File: config.mk
export PLATFORM = sky130hd
export DESIGN_NAME = spwm_top
export DESIGN_NICKNAME = d
export VERILOG_FILES = /design/src/spwm_pkg.sv /design/src/spwm_chan_if.sv /design/src/spwm_top.sv /design/src/spwm_prescaler.sv /design/src/spwm_pinmux.sv
export SDC_FILE = /design/constraint.sdc
export NUM_CORES = 1
export LEC_CHECK = 0
export BUFFER_PORTS_ARGS = -buffer_cell sky130_fd_sc_hd__buf_2
export CORE_MARGIN = 1.5
export CORE_UTILIZATION = 45
export CTS_CLUSTER_DIAMETER = 200
export CTS_CLUSTER_SIZE = 24
export DETAILED_ROUTE_END_ITERATION = 6
export PLACE_DENSITY = 0.69
export SYNTH_ARGS = -nofsm -noshare
export SYNTH_HDL_FRONTEND = slang
export SYNTH_HIERARCHICAL = 1
export SYNTH_SLANG_ARGS = --single-unit
File: constraint.sdc
create_clock -name clk_i -period 6.4 [get_ports clk_i]
set_input_delay 0.32 -clock clk_i [delete_from_list [all_inputs] [get_ports clk_i]]
set_output_delay 0.32 -clock clk_i [all_outputs]
set_load 0.02 [all_outputs]
File: src/spwm_pkg.sv
`default_nettype none
package spwm_pkg;

	// ********************************************************
	// Register offsets
	// ********************************************************
	localparam logic [7:0] ADDR_GLOBAL_IRQ = 8'hA8;
	localparam logic [7:0] ADDR_MODE = 8'hAB;
	localparam logic [7:0] ADDR_PERIOD_LO = 8'hAC;
	localparam logic [7:0] ADDR_PERIOD_HI = 8'hAD;
	localparam logic [7:0] ADDR_DBW_LO = 8'hAE;
	localparam logic [7:0] ADDR_DBW_HI = 8'hAF;
	localparam logic [7:0] ADDR_DUTY_LO = 8'hBB;
	localparam logic [7:0] ADDR_DUTY_HI = 8'hBC;
	localparam logic [7:0] ADDR_DBS = 8'hBD;
	localparam logic [7:0] ADDR_CHAN_SEL = 8'hBE;
	localparam logic [7:0] ADDR_PWM_IRQ = 8'hD1;

	// ********************************************************
	// Field positions and reset values
	// ********************************************************
	localparam int MODE_EN_BIT = 7;
	localparam int MODE_DIV_LSB = 4;
	localparam int MODE_INVB_BIT = 3;
	localparam int MODE_INVA_BIT = 2;
	localparam int MODE_SYNC_BIT = 1;
	localparam int MODE_ONEP_BIT = 0;
	localparam int IRQ_EN_BIT = 7;
	localparam int IRQ_FLAG_BIT = 3;
	localparam int GIRQ_EN_BIT = 7;
	localparam logic [7:0] CHAN_SEL_MASK = 8'h77;
	localparam logic [7:0] RESET_BYTE = 8'h00;
	localparam logic [15:0] RESET_WORD = 16'h0000;

	// ********************************************************
	// Timing: largest divisor is 2**DIV_BITS
	// ********************************************************
	localparam int DIV_BITS = 7;
	localparam logic [DIV_BITS-1:0] DIV_FULL_MASK = 7'h7F;

	typedef enum logic [2:0] {
		SPWM_IDLE = 3'b001,
		SPWM_RUN = 3'b010,
		SPWM_HALT = 3'b100
	} spwm_state_t;

endpackage
`default_nettype wire

File: src/spwm_chan_if.sv
`timescale 1ns/1ps
`default_nettype none
interface spwm_chan_if;
	logic [5:0] drive;
	logic [5:0] level;
	logic inv_a;
	logic inv_b;
	modport ctrl (output drive, output level, output inv_a, output inv_b);
	modport pins (input drive, input level, input inv_a, input inv_b);
endinterface
`default_nettype wire

File: src/spwm_top.sv
// Overview of operation
// Bits 6..4 route group B to pins
// Bits 2..0 route group A to pins
// Divide code selects 128 down to 1
// Group B invert bit flips B waveform
// Group A invert bit flips A waveform
// Sync bit lets comparator stop outputs
// Mode bit 0 selects one-pulse operation
// Enable with zero period halts, locks period
// Software writes period before enabling
// Sixteen-bit period in two byte registers
// Sixteen-bit duty in two byte registers
// Wide dead band trims pulse end
// Short dead band delays pulse start
// Enable bit gates the PWM interrupt
// Request flag sticky, software clears by zero
// Global enable masks all interrupts
// Output high when counter starts at zero
// Output low once counter reaches duty
// Overflow sets flag, counter restarts
// One pulse clears enable, pins revert
// Interrupt only when flag and enables set
// Pins switch to PWM at cycle boundary
`timescale 1ns/1ps
`default_nettype none
module spwm_top (
	input wire logic clk_i,
	input wire logic resetn_i,
	input wire logic [7:0] reg_addr_i,
	input wire logic [7:0] reg_wdata_i,
	input wire logic reg_we_i,
	input wire logic reg_re_i,
	output logic [7:0] reg_rdata_o,
	input wire logic cmp_trig_i,
	input wire logic [5:0] gpio_out_i,
	input wire logic [5:0] gpio_oe_i,
	output logic [5:0] pin_out_o,
	output logic [5:0] pin_oe_o,
	output logic irq_o
);

	// ********************************************************
	// Register file
	// ********************************************************
	logic [7:0] chan_sel_q;
	logic [6:0] mode_q;
	logic en_q;
	logic en_d;
	logic [15:0] period_q;
	logic [15:0] duty_q;
	logic [15:0] dbw_q;
	logic [7:0] dbs_q;
	logic pwm_irq_en_q;
	logic flag_q;
	logic flag_d;
	logic global_en_q;
	logic [7:0] rdata_q;
	logic [7:0] rdata_d;

	logic wr_global;
	logic wr_mode;
	logic wr_per_lo;
	logic wr_per_hi;
	logic wr_dbw_lo;
	logic wr_dbw_hi;
	logic wr_duty_lo;
	logic wr_duty_hi;
	logic wr_dbs;
	logic wr_chan;
	logic wr_irq;
	logic period_lock;

	assign wr_global = reg_we_i && (reg_addr_i == spwm_pkg::ADDR_GLOBAL_IRQ);
	assign wr_mode = reg_we_i && (reg_addr_i == spwm_pkg::ADDR_MODE);
	assign wr_per_lo = reg_we_i && (reg_addr_i == spwm_pkg::ADDR_PERIOD_LO) && !period_lock;
	assign wr_per_hi = reg_we_i && (reg_addr_i == spwm_pkg::ADDR_PERIOD_HI) && !period_lock;
	assign wr_dbw_lo = reg_we_i && (reg_addr_i == spwm_pkg::ADDR_DBW_LO);
	assign wr_dbw_hi = reg_we_i && (reg_addr_i == spwm_pkg::ADDR_DBW_HI);
	assign wr_duty_lo = reg_we_i && (reg_addr_i == spwm_pkg::ADDR_DUTY_LO);
	assign wr_duty_hi = reg_we_i && (reg_addr_i == spwm_pkg::ADDR_DUTY_HI);
	assign wr_dbs = reg_we_i && (reg_addr_i == spwm_pkg::ADDR_DBS);
	assign wr_chan = reg_we_i && (reg_addr_i == spwm_pkg::ADDR_CHAN_SEL);
	assign wr_irq = reg_we_i && (reg_addr_i == spwm_pkg::ADDR_PWM_IRQ);

	// ********************************************************
	// Counter state
	// ********************************************************
	spwm_pkg::spwm_state_t state_q;
	spwm_pkg::spwm_state_t state_d;
	logic [15:0] cnt_q;
	logic [15:0] cnt_d;
	logic synced_q;
	logic tick;
	logic running;
	logic at_end;
	logic ovf;
	logic period_zero;
	logic [15:0] pulse_end;
	logic raw_level;
	logic cmp_block;
	logic [5:0] sel6;

	assign period_zero = (period_q == spwm_pkg::RESET_WORD);
	assign running = (state_q == spwm_pkg::SPWM_RUN) && en_q;
	// zero lock
	assign period_lock = (state_q == spwm_pkg::SPWM_HALT) || (en_q && period_zero);
	assign at_end = (cnt_q == 16'(period_q - 16'h0001));
	// overflow point
	assign ovf = running && tick && at_end;

	// divider
	spwm_prescaler #(
		.DIV_BITS(spwm_pkg::DIV_BITS)
	) u_prescaler (
		.clk_i(clk_i),
		.resetn_i(resetn_i),
		.run_i(running),
		.code_i(mode_q[spwm_pkg::MODE_DIV_LSB +: 3]),
		.tick_o(tick)
	);

	// one-pulse self clear, a software write wins
	assign en_d = wr_mode ? reg_wdata_i[spwm_pkg::MODE_EN_BIT] : (en_q && !(ovf && mode_q[spwm_pkg::MODE_ONEP_BIT]));

	// halt state
	always_comb begin
		state_d = state_q;
		unique case (state_q)
			spwm_pkg::SPWM_IDLE: begin
				if (en_q) begin
					state_d = period_zero ? spwm_pkg::SPWM_HALT : spwm_pkg::SPWM_RUN;
				end
			end
			spwm_pkg::SPWM_RUN, spwm_pkg::SPWM_HALT: begin
				if (!en_q) begin
					state_d = spwm_pkg::SPWM_IDLE;
				end
			end
			default: begin
				state_d = spwm_pkg::SPWM_IDLE;
			end
		endcase
	end

	// restart from zero
	assign cnt_d = !running ? spwm_pkg::RESET_WORD :
		(!tick ? cnt_q : (at_end ? spwm_pkg::RESET_WORD : 16'(cnt_q + 16'h0001)));

	// hardware set beats software clear
	assign flag_d = ovf ? 1'b1 : (wr_irq ? reg_wdata_i[spwm_pkg::IRQ_FLAG_BIT] : flag_q);

	always_ff @(posedge clk_i) begin
		if (!resetn_i) begin
			state_q <= spwm_pkg::SPWM_IDLE;
			cnt_q <= spwm_pkg::RESET_WORD;
			synced_q <= 1'b0;
			en_q <= 1'b0;
			flag_q <= 1'b0;
		end else begin
			state_q <= state_d;
			cnt_q <= cnt_d;
			// first counter boundary
			synced_q <= running && (synced_q || tick);
			en_q <= en_d;
			flag_q <= flag_d;
		end
	end

	always_ff @(posedge clk_i) begin
		if (!resetn_i) begin
			chan_sel_q <= spwm_pkg::RESET_BYTE;
			mode_q <= 7'h00;
			period_q <= spwm_pkg::RESET_WORD;
			duty_q <= spwm_pkg::RESET_WORD;
			dbw_q <= spwm_pkg::RESET_WORD;
			dbs_q <= spwm_pkg::RESET_BYTE;
			pwm_irq_en_q <= 1'b0;
			global_en_q <= 1'b0;
		end else begin
			// channel select
			if (wr_chan) chan_sel_q <= reg_wdata_i & spwm_pkg::CHAN_SEL_MASK;
			if (wr_mode) mode_q <= reg_wdata_i[6:0];
			// period bytes
			if (wr_per_lo) period_q[7:0] <= reg_wdata_i;
			if (wr_per_hi) period_q[15:8] <= reg_wdata_i;
			// duty bytes
			if (wr_duty_lo) duty_q[7:0] <= reg_wdata_i;
			if (wr_duty_hi) duty_q[15:8] <= reg_wdata_i;
			// dead bands
			if (wr_dbw_lo) dbw_q[7:0] <= reg_wdata_i;
			if (wr_dbw_hi) dbw_q[15:8] <= reg_wdata_i;
			if (wr_dbs) dbs_q <= reg_wdata_i;
			if (wr_irq) pwm_irq_en_q <= reg_wdata_i[spwm_pkg::IRQ_EN_BIT];
			if (wr_global) global_en_q <= reg_wdata_i[spwm_pkg::GIRQ_EN_BIT];
		end
	end

	// ********************************************************
	// Read port, data one cycle after the strobe
	// ********************************************************
	always_comb begin
		rdata_d = spwm_pkg::RESET_BYTE;
		unique case (reg_addr_i)
			spwm_pkg::ADDR_GLOBAL_IRQ: rdata_d = {global_en_q, 7'h00};
			spwm_pkg::ADDR_MODE: rdata_d = {en_q, mode_q};
			spwm_pkg::ADDR_PERIOD_LO: rdata_d = period_q[7:0];
			spwm_pkg::ADDR_PERIOD_HI: rdata_d = period_q[15:8];
			spwm_pkg::ADDR_DBW_LO: rdata_d = dbw_q[7:0];
			spwm_pkg::ADDR_DBW_HI: rdata_d = dbw_q[15:8];
			spwm_pkg::ADDR_DUTY_LO: rdata_d = duty_q[7:0];
			spwm_pkg::ADDR_DUTY_HI: rdata_d = duty_q[15:8];
			spwm_pkg::ADDR_DBS: rdata_d = dbs_q;
			spwm_pkg::ADDR_CHAN_SEL: rdata_d = chan_sel_q;
			spwm_pkg::ADDR_PWM_IRQ: rdata_d = {pwm_irq_en_q, 3'h0, flag_q, 3'h0};
			default: rdata_d = spwm_pkg::RESET_BYTE;
		endcase
	end

	always_ff @(posedge clk_i) begin
		if (!resetn_i) begin
			rdata_q <= spwm_pkg::RESET_BYTE;
		end else begin
			rdata_q <= reg_re_i ? rdata_d : spwm_pkg::RESET_BYTE;
		end
	end
	assign reg_rdata_o = rdata_q;

	// interrupt gating
	assign irq_o = flag_q && pwm_irq_en_q && global_en_q;

	// ********************************************************
	// Comparator trigger, three-stage synchroniser
	// ********************************************************
	logic cmp_s1_q;
	logic cmp_s2_q;
	logic cmp_s3_q;
	logic cmp_ok_q;

	always_ff @(posedge clk_i) begin
		if (!resetn_i) begin
			cmp_s1_q <= 1'b0;
			cmp_s2_q <= 1'b0;
			cmp_s3_q <= 1'b0;
			cmp_ok_q <= 1'b0;
		end else begin
			cmp_s1_q <= cmp_trig_i;
			cmp_s2_q <= cmp_s1_q;
			cmp_s3_q <= cmp_s2_q;
			if (cmp_s2_q == cmp_s3_q) cmp_ok_q <= cmp_s3_q;
		end
	end

	// ********************************************************
	// Waveform and channel drive
	// ********************************************************
	// Pulse ends at duty minus the wide dead band; an oversized dead band gives no pulse
	assign pulse_end = (dbw_q > duty_q) ? spwm_pkg::RESET_WORD : 16'(duty_q - dbw_q);
	// compare window
	assign raw_level = running && (cnt_q >= {8'h00, dbs_q}) && (cnt_q < pulse_end) && (cnt_q < duty_q);
	// comparator stop
	assign cmp_block = mode_q[spwm_pkg::MODE_SYNC_BIT] && !cmp_ok_q;
	assign sel6 = {chan_sel_q[6:4], chan_sel_q[2:0]};

	spwm_chan_if chan_bus ();

	// drive after sync
	assign chan_bus.drive = (running && synced_q) ? sel6 : 6'h00;
	assign chan_bus.level = {6{raw_level && !cmp_block}};
	// group inversion
	assign chan_bus.inv_a = mode_q[spwm_pkg::MODE_INVA_BIT];
	assign chan_bus.inv_b = mode_q[spwm_pkg::MODE_INVB_BIT];

	spwm_pinmux u_pinmux (
		.clk_i(clk_i),
		.resetn_i(resetn_i),
		.chan(chan_bus),
		.gpio_out_i(gpio_out_i),
		.gpio_oe_i(gpio_oe_i),
		.pin_out_o(pin_out_o),
		.pin_oe_o(pin_oe_o)
	);

	// ********************************************************
	// Assertions
	// ********************************************************
	property p_sel_drive;
		@(posedge clk_i) disable iff (!resetn_i)
		(running && synced_q && chan_sel_q[4] && chan_sel_q[0]) |=> (pin_oe_o[3] && pin_oe_o[0]);
	endproperty
	a_sel_drive: assert property (p_sel_drive) else $error("selected channel not driven");

	property p_div1;
		@(posedge clk_i) disable iff (!resetn_i)
		(running && mode_q[6:4] == 3'b111 && $past(running)) |-> tick;
	endproperty
	a_div1: assert property (p_div1) else $error("divide by one missed a tick");

	property p_div128;
		@(posedge clk_i) disable iff (!resetn_i)
		(tick && mode_q[6:4] == 3'b000 && !wr_mode) |=> !tick [*8];
	endproperty
	a_div128: assert property (p_div128) else $error("divide by 128 ticked too soon");

	property p_inv_b;
		@(posedge clk_i) disable iff (!resetn_i)
		chan_bus.drive[3] |=> (pin_out_o[3] == ($past(chan_bus.level[3]) ^ $past(chan_bus.inv_b)));
	endproperty
	a_inv_b: assert property (p_inv_b) else $error("group B inversion wrong");

	property p_inv_a;
		@(posedge clk_i) disable iff (!resetn_i)
		chan_bus.drive[0] |=> (pin_out_o[0] == ($past(chan_bus.level[0]) ^ $past(chan_bus.inv_a)));
	endproperty
	a_inv_a: assert property (p_inv_a) else $error("group A inversion wrong");

	property p_nosync;
		@(posedge clk_i) disable iff (!resetn_i)
		!mode_q[spwm_pkg::MODE_SYNC_BIT] |-> (chan_bus.level[0] == raw_level);
	endproperty
	a_nosync: assert property (p_nosync) else $error("comparator acted while sync off");

	property p_halt_lock;
		@(posedge clk_i) disable iff (!resetn_i)
		(state_q == spwm_pkg::SPWM_HALT) |=> (period_q == $past(period_q));
	endproperty
	a_halt_lock: assert property (p_halt_lock) else $error("period changed while halted");

	property p_flag_sticky;
		@(posedge clk_i) disable iff (!resetn_i)
		(flag_q && !wr_irq) |=> flag_q;
	endproperty
	a_flag_sticky: assert property (p_flag_sticky) else $error("request flag lost");

	property p_restart;
		@(posedge clk_i) disable iff (!resetn_i)
		ovf |=> (cnt_q == 16'h0000) && flag_q;
	endproperty
	a_restart: assert property (p_restart) else $error("overflow did not restart");

	property p_low_at_duty;
		@(posedge clk_i) disable iff (!resetn_i)
		(cnt_q >= duty_q) |-> !raw_level;
	endproperty
	a_low_at_duty: assert property (p_low_at_duty) else $error("output high past duty");

	property p_one_pulse;
		@(posedge clk_i) disable iff (!resetn_i)
		(ovf && mode_q[spwm_pkg::MODE_ONEP_BIT] && !wr_mode) |=> !en_q ##1 (chan_bus.drive == 6'h00);
	endproperty
	a_one_pulse: assert property (p_one_pulse) else $error("one pulse did not stop");

	property p_irq;
		@(posedge clk_i) disable iff (!resetn_i)
		irq_o |-> (pwm_irq_en_q && global_en_q && flag_q);
	endproperty
	a_irq: assert property (p_irq) else $error("interrupt without enables");

	c_ovf: cover property (@(posedge clk_i) disable iff (!resetn_i) ovf);
	c_halt: cover property (@(posedge clk_i) disable iff (!resetn_i) state_q == spwm_pkg::SPWM_HALT);
	c_irq: cover property (@(posedge clk_i) disable iff (!resetn_i) irq_o);
	c_block: cover property (@(posedge clk_i) disable iff (!resetn_i) running && cmp_block);

endmodule
`default_nettype wire

File: src/spwm_prescaler.sv
`timescale 1ns/1ps
`default_nettype none
module spwm_prescaler #(
	parameter int DIV_BITS = spwm_pkg::DIV_BITS
) (
	input wire logic clk_i,
	input wire logic resetn_i,
	input wire logic run_i,
	input wire logic [2:0] code_i,
	output logic tick_o
);
	// Code 0 divides by 128, each higher code halves the divisor
	logic [DIV_BITS-1:0] cnt_q;
	logic [DIV_BITS-1:0] cnt_d;
	logic [DIV_BITS-1:0] mask;

	assign mask = spwm_pkg::DIV_FULL_MASK >> code_i;
	assign tick_o = run_i && ((cnt_q & mask) == mask);
	assign cnt_d = run_i ? DIV_BITS'(cnt_q + 1'b1) : '0;

	always_ff @(posedge clk_i) begin
		if (!resetn_i) begin
			cnt_q <= '0;
		end else begin
			cnt_q <= cnt_d;
		end
	end
endmodule
`default_nettype wire

File: src/spwm_pinmux.sv
`timescale 1ns/1ps
`default_nettype none
module spwm_pinmux (
	input wire logic clk_i,
	input wire logic resetn_i,
	spwm_chan_if.pins chan,
	input wire logic [5:0] gpio_out_i,
	input wire logic [5:0] gpio_oe_i,
	output logic [5:0] pin_out_o,
	output logic [5:0] pin_oe_o
);
	logic [5:0] inv_mask;
	logic [5:0] out_d;
	logic [5:0] oe_d;

	// Group A is channels 2..0, group B is channels 5..3
	assign inv_mask = {{3{chan.inv_b}}, {3{chan.inv_a}}};
	// Released channels fall straight back to the GPIO values
	assign out_d = (chan.drive & (chan.level ^ inv_mask)) | (~chan.drive & gpio_out_i);
	assign oe_d = chan.drive | gpio_oe_i;

	always_ff @(posedge clk_i) begin
		if (!resetn_i) begin
			pin_out_o <= '0;
			pin_oe_o <= '0;
		end else begin
			pin_out_o <= out_d;
			pin_oe_o <= oe_d;
		end
	end
endmodule
`default_nettype wire

### Word level (Yosys, flattened, before mapping)

Cells that the tools add are included.

* divide/modulo/power cells: 0
* reduce and logical (&&, ||, !) cells: 41
* add/sub/neg operators: 4
* magnitude comparators: 4
* equality and inequality tests: 19
* mux-type cells: 11
* shift-type cells: 1
* $mul: 0
* bitwise gates (word level): 7

Operators with widths (count)
* $eq 8x8->1 const B: 11
* $pmux 8 s11: 1
* $lt 16x16->1: 2
* $mux 16: 2
* $logic_and 1x1->1: 29
* $add 16x1->16 const B: 1
* $eq 16x16->1: 1
* $ge 16x8->1: 1
* $gt 16x16->1: 1
* $logic_not 16->1: 1
* $sub 16x1->16 const B: 1
* $sub 16x16->16: 1
* $and 6x6->6: 2
* $or 6x6->6: 2
* $mux 3: 3
* $add 7x1->7 const B: 1
* $and 7x7->7: 1
* $eq 7x7->1: 1
* $shr 7x3->7 const A: 1
* $mux 6: 1
* $not 6->6: 1
* $pmux 3 s2: 1
* $reduce_and 2->1: 3
* $xor 6x6->6: 1
* 10 further kinds: 17

* bits in registers: 124
* logic and storage cells: 111
* bits of input ports: 33
* memories kept: 0
* bits in latches: 0
* output and inout bits: 21
* bits in read-only memories: 0
* memory bits (writable): 0

### Longest topological paths before layout

Gate-level depths: netlist of run 1.

* depth after elaboration: 10
* gate-level depth with buffers: 20
* depth with buffers taken out: 20

### Cells and area by module

The synthesis of run 1 kept the hierarchy.

By module, submodules not included
* spwm_top: area an instance 7155.6 µm², cells each 861, seq. area each 2102.0 µm², instances 1
* spwm_pinmux: area an instance 402.9 µm², cells each 37, seq. area each 240.2 µm², instances 1
* spwm_prescaler: area an instance 321.6 µm², cells each 37, seq. area each 140.1 µm², instances 1

### Worst setup path after synthesis of run 1

Ideal clock, no wire load.

* path type: reg2reg
* start point: register duty_q[0]
* end point: register u_pinmux.pin_out_o[3]
* setup time: 0.119 ns
* clock period less this slack: 4.668 ns
* arrival time: 4.549 ns
* slack: 1.732 ns
* path buffers: 1
* cell stages (with the launch flop): 21
* required time: 6.281 ns
* cells stage by stage: dfxtp_1 -> inv_1 -> ha_1 -> fa_1 -> nor2b_1 -> o2111ai_1 -> a31oi_1 -> and2_1 -> a21o_1 -> clkbuf_1 -> nand2_1 -> ha_1 -> a211o_1 -> a221oi_1 -> and4_1 -> o221ai_1 -> a21oi_1 -> nand3_1 -> a211oi_1 -> xnor2_1 -> a21oi_1

* longest elaborated chain between the ends: 9

Ends and longest elaborated chain
* from (decl): line spwm_top.sv:50 `logic [15:0] duty_q;`
* from (signal assigned): line spwm_top.sv:174 `duty_q <= spwm_pkg::RESET_WORD;`
* from (signal assigned): line spwm_top.sv:187 `if (wr_duty_lo) duty_q[7:0] <= reg_wdata_i;`
* $sub 16x16->16 / $gt 16x16->1 (equally long branches): line spwm_top.sv:257 `assign pulse_end = (dbw_q > duty_q) ? spwm_pkg::RESET_WORD : 16'(duty_q - dbw_q);`
* $mux 16: line spwm_top.sv:257
* $lt 16x16->1: line spwm_top.sv:259 `assign raw_level = running && (cnt_q >= {8'h00, dbs_q}) && (cnt_q < pulse_end) && (cnt_q < duty_q);`
* $logic_and 1x1->1: line spwm_top.sv:259
* $logic_and 1x1->1 (*): line spwm_top.sv:259
* $logic_and 1x1->1 (*): line spwm_top.sv:268 `assign chan_bus.level = {6{raw_level && !cmp_block}};`
* named net chan_bus.level[0]: line spwm_chan_if.sv:5 `logic [5:0] level;`
* $xor 6x6->6 (*): line spwm_pinmux.sv:19 `assign out_d = (chan.drive & (chan.level ^ inv_mask)) | (~chan.drive & gpio_out_i);`
* $and 6x6->6 (*): line spwm_pinmux.sv:19
* $or 6x6->6 (*): line spwm_pinmux.sv:19
* to (signal assigned): line spwm_pinmux.sv:27 `pin_out_o <= out_d;`
* to (decl): line spwm_pinmux.sv:9 `output logic [5:0] pin_out_o,`

The timed path passes the listed nets; every way through them passes the cells marked *.
A chain may end at the register's enable or synchronous reset.

### Final worst setup path of run 1

* start point: register duty_q[0]
* end point: register u_pinmux.pin_out_o[4]

The elaborated chain is that of the path after synthesis.

==> results of run 1 <==
==> cell usage in the layout, fill, tap and decap left out, types with 8 or more instances in the layout <==
| cell | Yosys | final |
|---|---|---|
| o21a_1 | 12 | 12 |
| o21ai_0 | 31 | 31 |
| nand3_1 | 64 | 64 |
| nand2_1 | 95 | 95 |
| buf_2 | 3 | 53 |
| a221oi_1 | 17 | 17 |
| and3_1 | 17 | 17 |
| a21oi_1 | 28 | 28 |
| nor3_1 | 16 | 16 |
| a21boi_0 | 46 | 46 |
| nor2b_1 | 38 | 38 |
| xnor2_1 | 32 | 32 |
| nand2b_1 | 8 | 8 |
| nor3_2 | 10 | 10 |
| o211ai_1 | 8 | 8 |
| xor2_1 | 21 | 21 |
| ha_1 | 57 | 57 |
| mux2i_1 | 42 | 42 |
| inv_1 | 48 | 48 |
| nand4_1 | 12 | 12 |
| a21o_1 | 19 | 19 |
| buf_4 | 0 | 8 |
| dfxtp_1 | 124 | 124 |
| nor4_1 | 9 | 8 |
| nor2_1 | 30 | 30 |
| clkbuf_16 | 0 | 17 |
| and2_1 | 9 | 9 |
| a211oi_1 | 8 | 8 |
==> logic make-up (layout without fill, tap and decap cells) <==
logic type / count (synthesis) / in the layout / share of synthesized area (%)
AO/OA/AOI/OAI: 205 / 205 / 18.2
XOR/XNOR: 53 / 53 / 5.89
flip-flops: 124 / 124 / 31.5
buffers and inverters: 98 / 140 / 5.00
multiplexers: 43 / 43 / 5.48
AND/OR/NAND/NOR: 354 / 354 / 24.6
adder cells (fa/ha/maj): 58 / 58 / 9.30
==> cell type report <==
class	count	area, um2
multi-input combinational	713	5020
clock buffer	20	437
tap	225	282
sequential	124	2480
clock inverter	11	170
fill	1619	8280
timing repair buffer	61	325
inverter	48	180
==> layer usage <==
layer / part of all wire [%] / up-vias / GRT usage, %
met3: 7.2 / 38 / 6.21
met1: 45 / 3289 / 33.8
met5: 0 / - / 0
met2: 44 / 269 / 39.3
li1: - / 3423 / -
met4: 3.3 / 0 / 10.6
==> worst reg2reg max path, cell delays in order (launching register included) <==
cell and delay [ps]:
dfxtp_1 380, inv_1 70, ha_1 230, fa_1 400
nor2b_1 180, o2111ai_1 190, a31oi_1 350, and2_1 220
a21o_1 410, nand2_1 110, ha_1 320, a211o_1 290
a221oi_1 200, and4_1 210, o221ai_1 110, a21oi_1 130
nand3_1 80, a211oi_1 210, buf_4 220, xnor2_1 140
a21oi_1 80
==> stage by stage <==
step	instance area [um2]	hold WS, ps	setup slack, ps	utilization (%)
6_report	8890	89.7	1740	51.8
4_1_cts	8890	74.9	1770	51.8
3_3_place_gp	8290	430	1860	48.2
5_1_grt	8890	89.2	1320	51.8
2_1_floorplan	7880	412	1730	-
3_5_place_dp	8290	433	1780	48.2
==> final timing paths <==
check / from / slack, ps / endpoint
hold / removal: gpio_oe_i[3] / 90 / u_pinmux/pin_oe_o[3]
setup reg to reg: duty_q[0] / 1740 / u_pinmux/pin_out_o[4]
setup / recovery: duty_q[0] / 1740 / u_pinmux/pin_out_o[4]
hold reg to reg: cmp_s1_q / 440 / cmp_s2_q
==> registers in the layout, summed over array words and instances (netlist names), 3 cells and up <==
name and flops:
chan_sel_q 6, cnt_q 16, dbs_q 8, dbw_q 16
duty_q 16, mode_q 7, period_q 16, reg_rdata_o 8
state_q 3, u_pinmux/pin_oe_o 6, u_pinmux/pin_out_o 6, u_prescaler/cnt_q 7
==> power groups by stage <==
stage / sequential (mW) / clock [mW] / combinational, mW
4_1_cts: 0.782 / 1.02 / 0.0852
2_1_floorplan: 0.803 / 0 / 0.0514
6_report: 0.782 / 1.00 / 0.0866
3_3_place_gp: 0.798 / 0 / 0.0846
3_5_place_dp: 0.799 / 0 / 0.0848
5_1_grt: 0.782 / 1.05 / 0.0934
==> impl_metrics.toml, run 1 <==
[cells_and_area]
drive_gt1_share_pct = 11.9
stdcell_count = 1202
nets = 1056
area_delta_synth_final_pct = 12.8
antenna_cells = 0

[detailed_routing]
via_per_inst = 5.84
route.antenna.remaining_nets = 0
num_vias = 7019
drc = 0
drt_iter0_markers = 738
wire_per_inst_um = 18.6
dr.pass1.iters = 6
routed_wl_mm = 22.3

[clocking]
clkSinkCount = 124
clkTransAtPathRegs_ps = 60
cts_tree = "built"
cts_made_buffers = 17
cts-root-buf = "clkbuf_16"
clk_path_buf_depth = 2
postCtsSetupBuffers = 0
clock_latency_ps = 430
cts_resized = 0
ctsHoldBuffers = 0
cts_max_level = 4

[die]
die_y_um = 135
io_pins = 54
row_count = 48
die_area_mm2 = 0.0183
core_mm2 = 0.0172
start_util_pct = 45.9
die_x_um = 135

[synth]
synthTopCellsByArea = "dfxtp_1, ha_1, mux2i_1"
synth_edf_count = 0
synthArstFlopShare_pct = 0
syn_nets = 1026
synthCells = 935
syn_avg_cell_area_um2 = 8.43
mappedNetlistArea_mm2 = 0.00788
ys_ff_latch = 124
synth_top_area_share_pct = 31.5
yosysTopAreaCell = "dfxtp_1"
synth.most_common_cell = "dfxtp_1"
yosys-top-cells-count = "dfxtp_1, nand2_1, nand3_1"
ys_types = 67
synthFlopType = "dfxtp_1"
synth-seq-area-share_pct = 31.5
ys.warnings.count = 6

[timing]
hold_viol = 0
clock-skew-final_ps = 6.40
rsz0062_at_grt = "false"
timing.fmax_ghz = 0.215
finalCriticalPeriod_ps = 4660
setup_violations = 0
tightestPinTransition_ps = 1100
slew_headroom_pct = 26.2
post-route-period-util_pct = 72.8
slew_violations = 0
setup_tns_ps = 0

[grt]
grt_max_degree = 95
grt_usage_pct = 25.4
grt_pass1_vias = 6739
grt_overflow = 0
grt_pass1_wl_mm = 35.7
grt_antenna_before_repair = 0

[hold_path]
holdPathStages = 2
holdCritPathClass = "in -> reg"

[setup_path]
worst-path-max-fanout = 15
worst_setup_path_start_kind = "register"
worst_ep_required_time_ps = 6710
path_depth = 20
critPathBufInv = 2
crit_slowest_cell = "a21o_1"
path_cells = "inv_1 > ha_1 > fa_1 > nor2b_1 > o2111ai_1 > a31oi_1 > and2_1 > a21o_1 > nand2_1 > ha_1 > a211o_1 > a221oi_1 > and4_1 > o221ai_1 > a21oi_1 > nand3_1 > a211oi_1 > buf_4 > xnor2_1 > a21oi_1"
max_stage_delay_ps = 410
reg2reg_depth = 20
path_class = "reg -> reg"
arrival_ps = 4970
end_kind = "register"
crit_family = "compound AO/OA/AOI/OAI gates"

[placement]
portBuffers = 53
place_inst = 1171
gp_congestion = 0.890
dpl.hpwl_mm = 16.0

[power_and_ir_drop]
seqPwrFrac_pct = 41.8
p_per_area_mw_per_mm2 = 211
ir_worst_vdd_mv = 0.196
cellLeakagePower_nw = 3.42
swShare_pct = 22.2
p_clk_share_pct = 53.6
p_switching_mw = 0.415
intPower_mw = 1.46
combPwrFrac_pct = 4.6
p_total_mw = 1.87

[flow_run]
drv_cap = 0

[run_status]
status = "complete, no violations"
Note: power is estimated with default switching activity, not from simulation.
==> inputs of run 2 (changes only) <==
clock period = 4.8 ns   (was 6.4 ns; I/O delays follow)
==> run 2 against run 1 <==
Net effect: non-clock buffer count rose by 3; clock power is 48% higher; combinational power is 36% higher; fmax grew 5.5%.
==> impl_metrics.toml, run 2 (synthesis gave the netlist of run 1 again) <==
[cells_and_area]
drive_gt1_share_pct = 12.4
seqCellArea_mm2 = 0.00248
multi_input_area_mm2 = 0.00502
fillCellCount = 1643
area_delta_synth_final_pct = 13.9
final_cell_mix = "dfxtp_1, nand2_1, nand3_1, ha_1, buf_2"
antenna_cells = 0
nets = 1059
mostFrequentLayoutCell = "dfxtp_1"

[timing]
clock-skew-final_ps = 6.73
slew_violations = 0
hold_viol = 0
post-route-period-util_pct = 92.0
setup_violations = 0
setup_tns_ps = 0
finalCriticalPeriod_ps = 4420
tightestPinTransition_ps = 1300
timing.fmax_ghz = 0.226
rsz0062_at_grt = "false"
slew_headroom_pct = 13.3

[setup_path]
worst_setup_path_start_kind = "register"
worst_ep_required_time_ps = 5110
arrival_ps = 4720
end_kind = "register"
path_class = "reg -> reg"
worst-path-max-fanout = 6

[detailed_routing]
dr.pass1.iters = 7
drt_iter0_markers = 682
wl_met3_mm = 1.56
wire_per_inst_um = 19.3
wl_met1_mm = 10.5
routed_wl_mm = 23.2
num_vias = 7169
top_layer_used = "met4"
dr_wl_met2_mm = 10.5
drc = 0
route.antenna.remaining_nets = 0
via_per_inst = 5.95

[grt]
grt_max_degree = 95
grt_pass1_wl_mm = 37.3
grt_antenna_before_repair = 0
grt_usage_pct = 26.5
grt_pass1_vias = 6777
grt_overflow = 0

[die]
core_mm2 = 0.0172
start_util_pct = 45.9
io_pins = 54
row_count = 48
die_y_um = 135
die_x_um = 135
die_area_mm2 = 0.0183

[power_and_ir_drop]
swShare_pct = 21.4
p_clk_share_pct = 56.1
p_total_mw = 2.64
ir_worst_vdd_mv = 0.381
p_per_area_mw_per_mm2 = 294
combPwrFrac_pct = 4.5
seqPwrFrac_pct = 39.5
intPower_mw = 2.08
cellLeakagePower_nw = 3.47
p_switching_mw = 0.564

[placement]
dpl.hpwl_mm = 16.5
portBuffers = 53
gp_congestion = 0.927

[clocking]
cts_max_level = 4
cts_resized = 0
postCtsSetupBuffers = 0
ctsHoldBuffers = 0
clkTransAtPathRegs_ps = 60
clk_path_buf_depth = 2
clock_latency_ps = 420
cts_made_buffers = 17
cts_tree = "built"
cts-root-buf = "clkbuf_16"
clkSinkCount = 124

[run_status]
status = "complete, no violations"

[hold_path]
holdCritPathClass = "in -> reg"

[flow_run]
drv_cap = 0
run 2: path summary, 6_finish.rpt:
kind / startpoint / endpoint / slack, ps / cells past startpoint
worst min register to register: cmp_s1_q / cmp_s2_q / 440 / 1
worst max register to register: dbw_q[1] / u_pinmux/pin_out_o[4] / 380 / 20
worst min-delay path: gpio_oe_i[5] / u_pinmux/pin_oe_o[5] / 10 / 2
worst max-delay path: dbw_q[1] / u_pinmux/pin_out_o[4] / 380 / 20
run 2: layout make-up:
cell class	instances	area share (%)
clock buffer	19	5.05
tap	225	3.14
sequential	124	27.7
clock inverter	11	2.41
timing repair buffer	64	3.87
inverter	48	2.01
multi-input combinational	713	55.9
run 2: power groups by stage:
stage	Clock (mW)	Sequential [mW]	Combinational, mW
6_report	1.48	1.04	0.118
5_1_grt	1.54	1.04	0.127
4_1_cts	1.49	1.04	0.116
3_5_place_dp	0	1.06	0.115
3_3_place_gp	0	1.06	0.115
2_1_floorplan	0	1.07	0.0685
run 2: per-layer routing:
metal	global-route usage, %	vias up
met5	0	-
met1	36.2	3393
met3	4.83	43
li1	-	3444
met2	41.6	289
met4	10.0	0
run 2: per-stage QoR:
step | setup slack [ps] | hold slack [ps] | cell area, um2 | cells | utilization (%)
global route | 15.2 | 14.9 | 8980 | 1204 | 52.3
global placement | 525 | 426 | 8310 | 1174 | 48.4
detailed placement | 424 | 425 | 8310 | 1174 | 48.4
finish | 385 | 10.6 | 8980 | 1204 | 52.3
floorplan | 132 | 350 | 7880 | 935 | -
CTS | 408 | 5.23 | 8980 | 1204 | 52.3
run 2: worst max-delay path, cell delays in order (launching register included):
cell	delay, ps
dfxtp_1	390
inv_1	60
ha_1	260
nor2b_1	170
o211ai_1	140
a32oi_1	390
a21oi_1	150
o41ai_1	430
xor2_1	180
nand2_1	70
ha_1	300
a211o_1	310
a221oi_1	210
and4_1	220
o221ai_1	100
a21oi_1	130
nand3_1	90
a211oi_1	240
buf_4	230
xnor2_1	130
a21oi_1	80
==> inputs of run 3 (changes only) <==
CORE_UTILIZATION = 40   (was 45)
PLACE_DENSITY = 0.64   (was 0.69)
SYNTH_HIERARCHICAL = default   (was 1)
==> run 3 against run 2 <==
Net effect: core utilization is 4.6 points lower; sequential power is essentially flat; total power is 6.2% lower; sequential cell count did not move; critical endpoint is now u_pinmux.pin_out_o[3].
==> impl_metrics.toml, run 3 <==
[timing]
tightestPinTransition_ps = 1060
rsz0062_at_grt = "true"
hold_viol = 0
hold_ws_ps = 27.8
finalCriticalPeriod_ps = 4650
slew_violations = 0
timing.fmax_ghz = 0.215
post-route-period-util_pct = 96.9
slew_headroom_pct = 29.2
setup_violations = 0
fin_ws_ps = 149
setup_tns_ps = 0
clock-skew-final_ps = 13.8

[detailed_routing]
num_vias = 7209
drt_iter0_markers = 700
route.antenna.remaining_nets = 0
wire_per_inst_um = 19.3
routed_wl_mm = 24.0
dr.pass1.iters = 6
drc = 0
via_per_inst = 5.80

[power_and_ir_drop]
ir_worst_vdd_mv = 0.322
swShare_pct = 23.2
p_per_area_mw_per_mm2 = 277
p_total_mw = 2.48
combPwrFrac_pct = 5.1
intPower_mw = 1.90
cellLeakagePower_nw = 3.43
seqPwrFrac_pct = 42.1
p_clk_share_pct = 52.8
p_switching_mw = 0.574

[clocking]
clkSinkCount = 124
clock_latency_ps = 420
cts_made_buffers = 17
cts-root-buf = "clkbuf_16"
clk_path_buf_depth = 2
cts_max_level = 4
clkTransAtPathRegs_ps = 60
cts_tree = "built"

[grt]
grt_pass1_wl_mm = 36.9
grt_overflow = 0
grt_util_met1_pct = 33.5
grt_usage_pct = 24.2
grt_max_degree = 87
grt_busiest_layer = "met2"
grt_util_met2_pct = 37.2
grt_pass1_vias = 6539
grt_antenna_before_repair = 0
grt_use_met3_pct = 4.72

[placement]
postPlaceCellArea_mm2 = 0.00816
dp_slack_ps = -83.0
portBuffers = 53
place_inst = 1208
dpl.hpwl_mm = 17.5
gp_congestion = 0.932

[cells_and_area]
antenna_cells = 0
stdcell_count = 1243
drive_gt1_share_pct = 15.0
area_delta_synth_final_pct = 16.9
final_cell_mix = "nor2_1, dfxtp_1, nand2_1, a21oi_1, ha_1"
final_area_mm2 = 0.00895
nets = 1089
fin_util_pct = 47.7
mostFrequentLayoutCell = "nor2_1"

[hold_path]
min_to = "u_pinmux.pin_oe_o[3]"
holdPathStages = 3
hp-start = "gpio_oe_i[3]"
holdCritPathClass = "in -> reg"

[die]
die_area_mm2 = 0.0200
row_count = 50
io_pins = 54
die_y_um = 141
die_x_um = 141
start_util_pct = 40.8
core_mm2 = 0.0188

[synth]
syn_nets = 1040
syn_avg_cell_area_um2 = 8.07
yosysTopAreaCell = "dfxtp_1"
synthTopCellsByArea = "dfxtp_1, ha_1, nor2_1"
synth.most_common_cell = "nor2_1"
synth_edf_count = 0
synth_compound_area_share_pct = 16.8
synthArstFlopShare_pct = 0
synth_top_family_by_area = "simple AND/OR/NAND/NOR gates"
synth-seq-area-share_pct = 32.4
mappedNetlistArea_mm2 = 0.00766
synthCells = 949
yosys.area_share.simple_pct = 24.2
yosys-top-cells-count = "nor2_1, dfxtp_1, nand2_1"
synthFlopType = "dfxtp_1"
muxShareOfSynthArea_pct = 7.61
post_synth_xor_area_fraction_pct = 4.35
synth_fa_ha_area_share_pct = 9.57
ys.warnings.count = 0
synth_top_area_share_pct = 32.4
ys_types = 69
ys_ff_latch = 124

[setup_path]
path_class = "reg -> reg"
r2r_slack_ps = 150
worst_setup_path_start_kind = "register"
end_kind = "register"
worst_ep_required_time_ps = 5130
r2r_end = "u_pinmux.pin_out_o[3]"
arrival_ps = 4980
crit_start = "dbw_q[0]"
r2r-start = "dbw_q[0]"
reg2reg_depth = 18
worst-path-max-fanout = 4

[run_status]
status = "complete, no violations"

[flow_run]
drv_cap = 0
[run 3: changes by cell type in the layout (fill, tap and decap cells not counted), sizes merged, moves of 6 or more]
cell and change:
a21boi -43, a21o -8, a21oi +48, a221oi -10, a311oi +6, buf +12, nand2 -14, nand3 -27
nor2 +117, nor2b -30, nor3 -11, o21a -6, xnor2 -17
[run 3: cell type report]
class | instances | area (um2)
Fill cell | 1837 | 9810
Tap cell | 234 | 293
Clock buffer | 19 | 443
Sequential cell | 124 | 2480
Timing Repair Buffer | 76 | 438
Clock inverter | 11 | 145
Inverter | 51 | 191
Multi-Input combinational cell | 728 | 4960
[run 3: cell families after synthesis]
kind of cell	Yosys count
flops	124
mux	52
buf+inv	97
simple gates	384
fa+ha+maj	58
compound gates	196
xor+xnor	38
[run 3: worst max-delay path by stage]
stage                             to  slack (ps)  cells after the start
6_report       u_pinmux.pin_out_o[3]         150                     18
3_3_place_gp   u_pinmux.pin_out_o[0]          40                     19
3_5_place_dp   u_pinmux.pin_out_o[3]         -80                     19
2_1_floorplan  u_pinmux.pin_out_o[4]          50                     19
5_1_grt        u_pinmux.pin_out_o[5]        -100                     17
4_1_cts        u_pinmux.pin_out_o[3]           2                     19
[run 3: timing repair]
| action | 4_1_cts | 5_1_grt |
|---|---|---|
| gates resized for setup | 3 | 32 |
| endpoints found under the setup margin | 6 | 6 |
| hold buffers | 0 | 0 |
| pin swaps | 2 | 18 |
| endpoints found under the hold margin | 0 | 0 |
| buffers inserted | 0 | 5 |
[run 3: power groups by stage]
stage | sequential (mW) | combinational, mW | clock [mW]
floorplan | 1.07 | 0.0666 | 0
global placement | 1.07 | 0.117 | 0
detailed placement | 1.07 | 0.118 | 0
CTS | 1.04 | 0.118 | 1.32
global route | 1.04 | 0.135 | 1.37
finish | 1.04 | 0.126 | 1.31
[run 3: routing by layer]
metal	routed length, um	share of wire [%]	vias to the layer above
li1	-	-	3474
met1	11200	46	3466
met2	10800	45	234
met3	1450	6.0	35
met4	658	2.7	0
met5	0	0	-
[run 3: worst max-delay path, stage by stage, from the launching register on]
cell	delay, ps
dfxtp_1	350
ha_4	180
fa_2	390
nand2b_4	170
a21oi_4	180
o2111ai_4	140
a211oi_2	200
buf_4	180
o2111ai_4	120
o31ai_4	270
nor3_2	70
ha_1	310
a22o_1	220
a2111oi_2	250
and4_1	250
o221ai_2	90
a211o_1	360
or4_4	580
a311oi_2	270
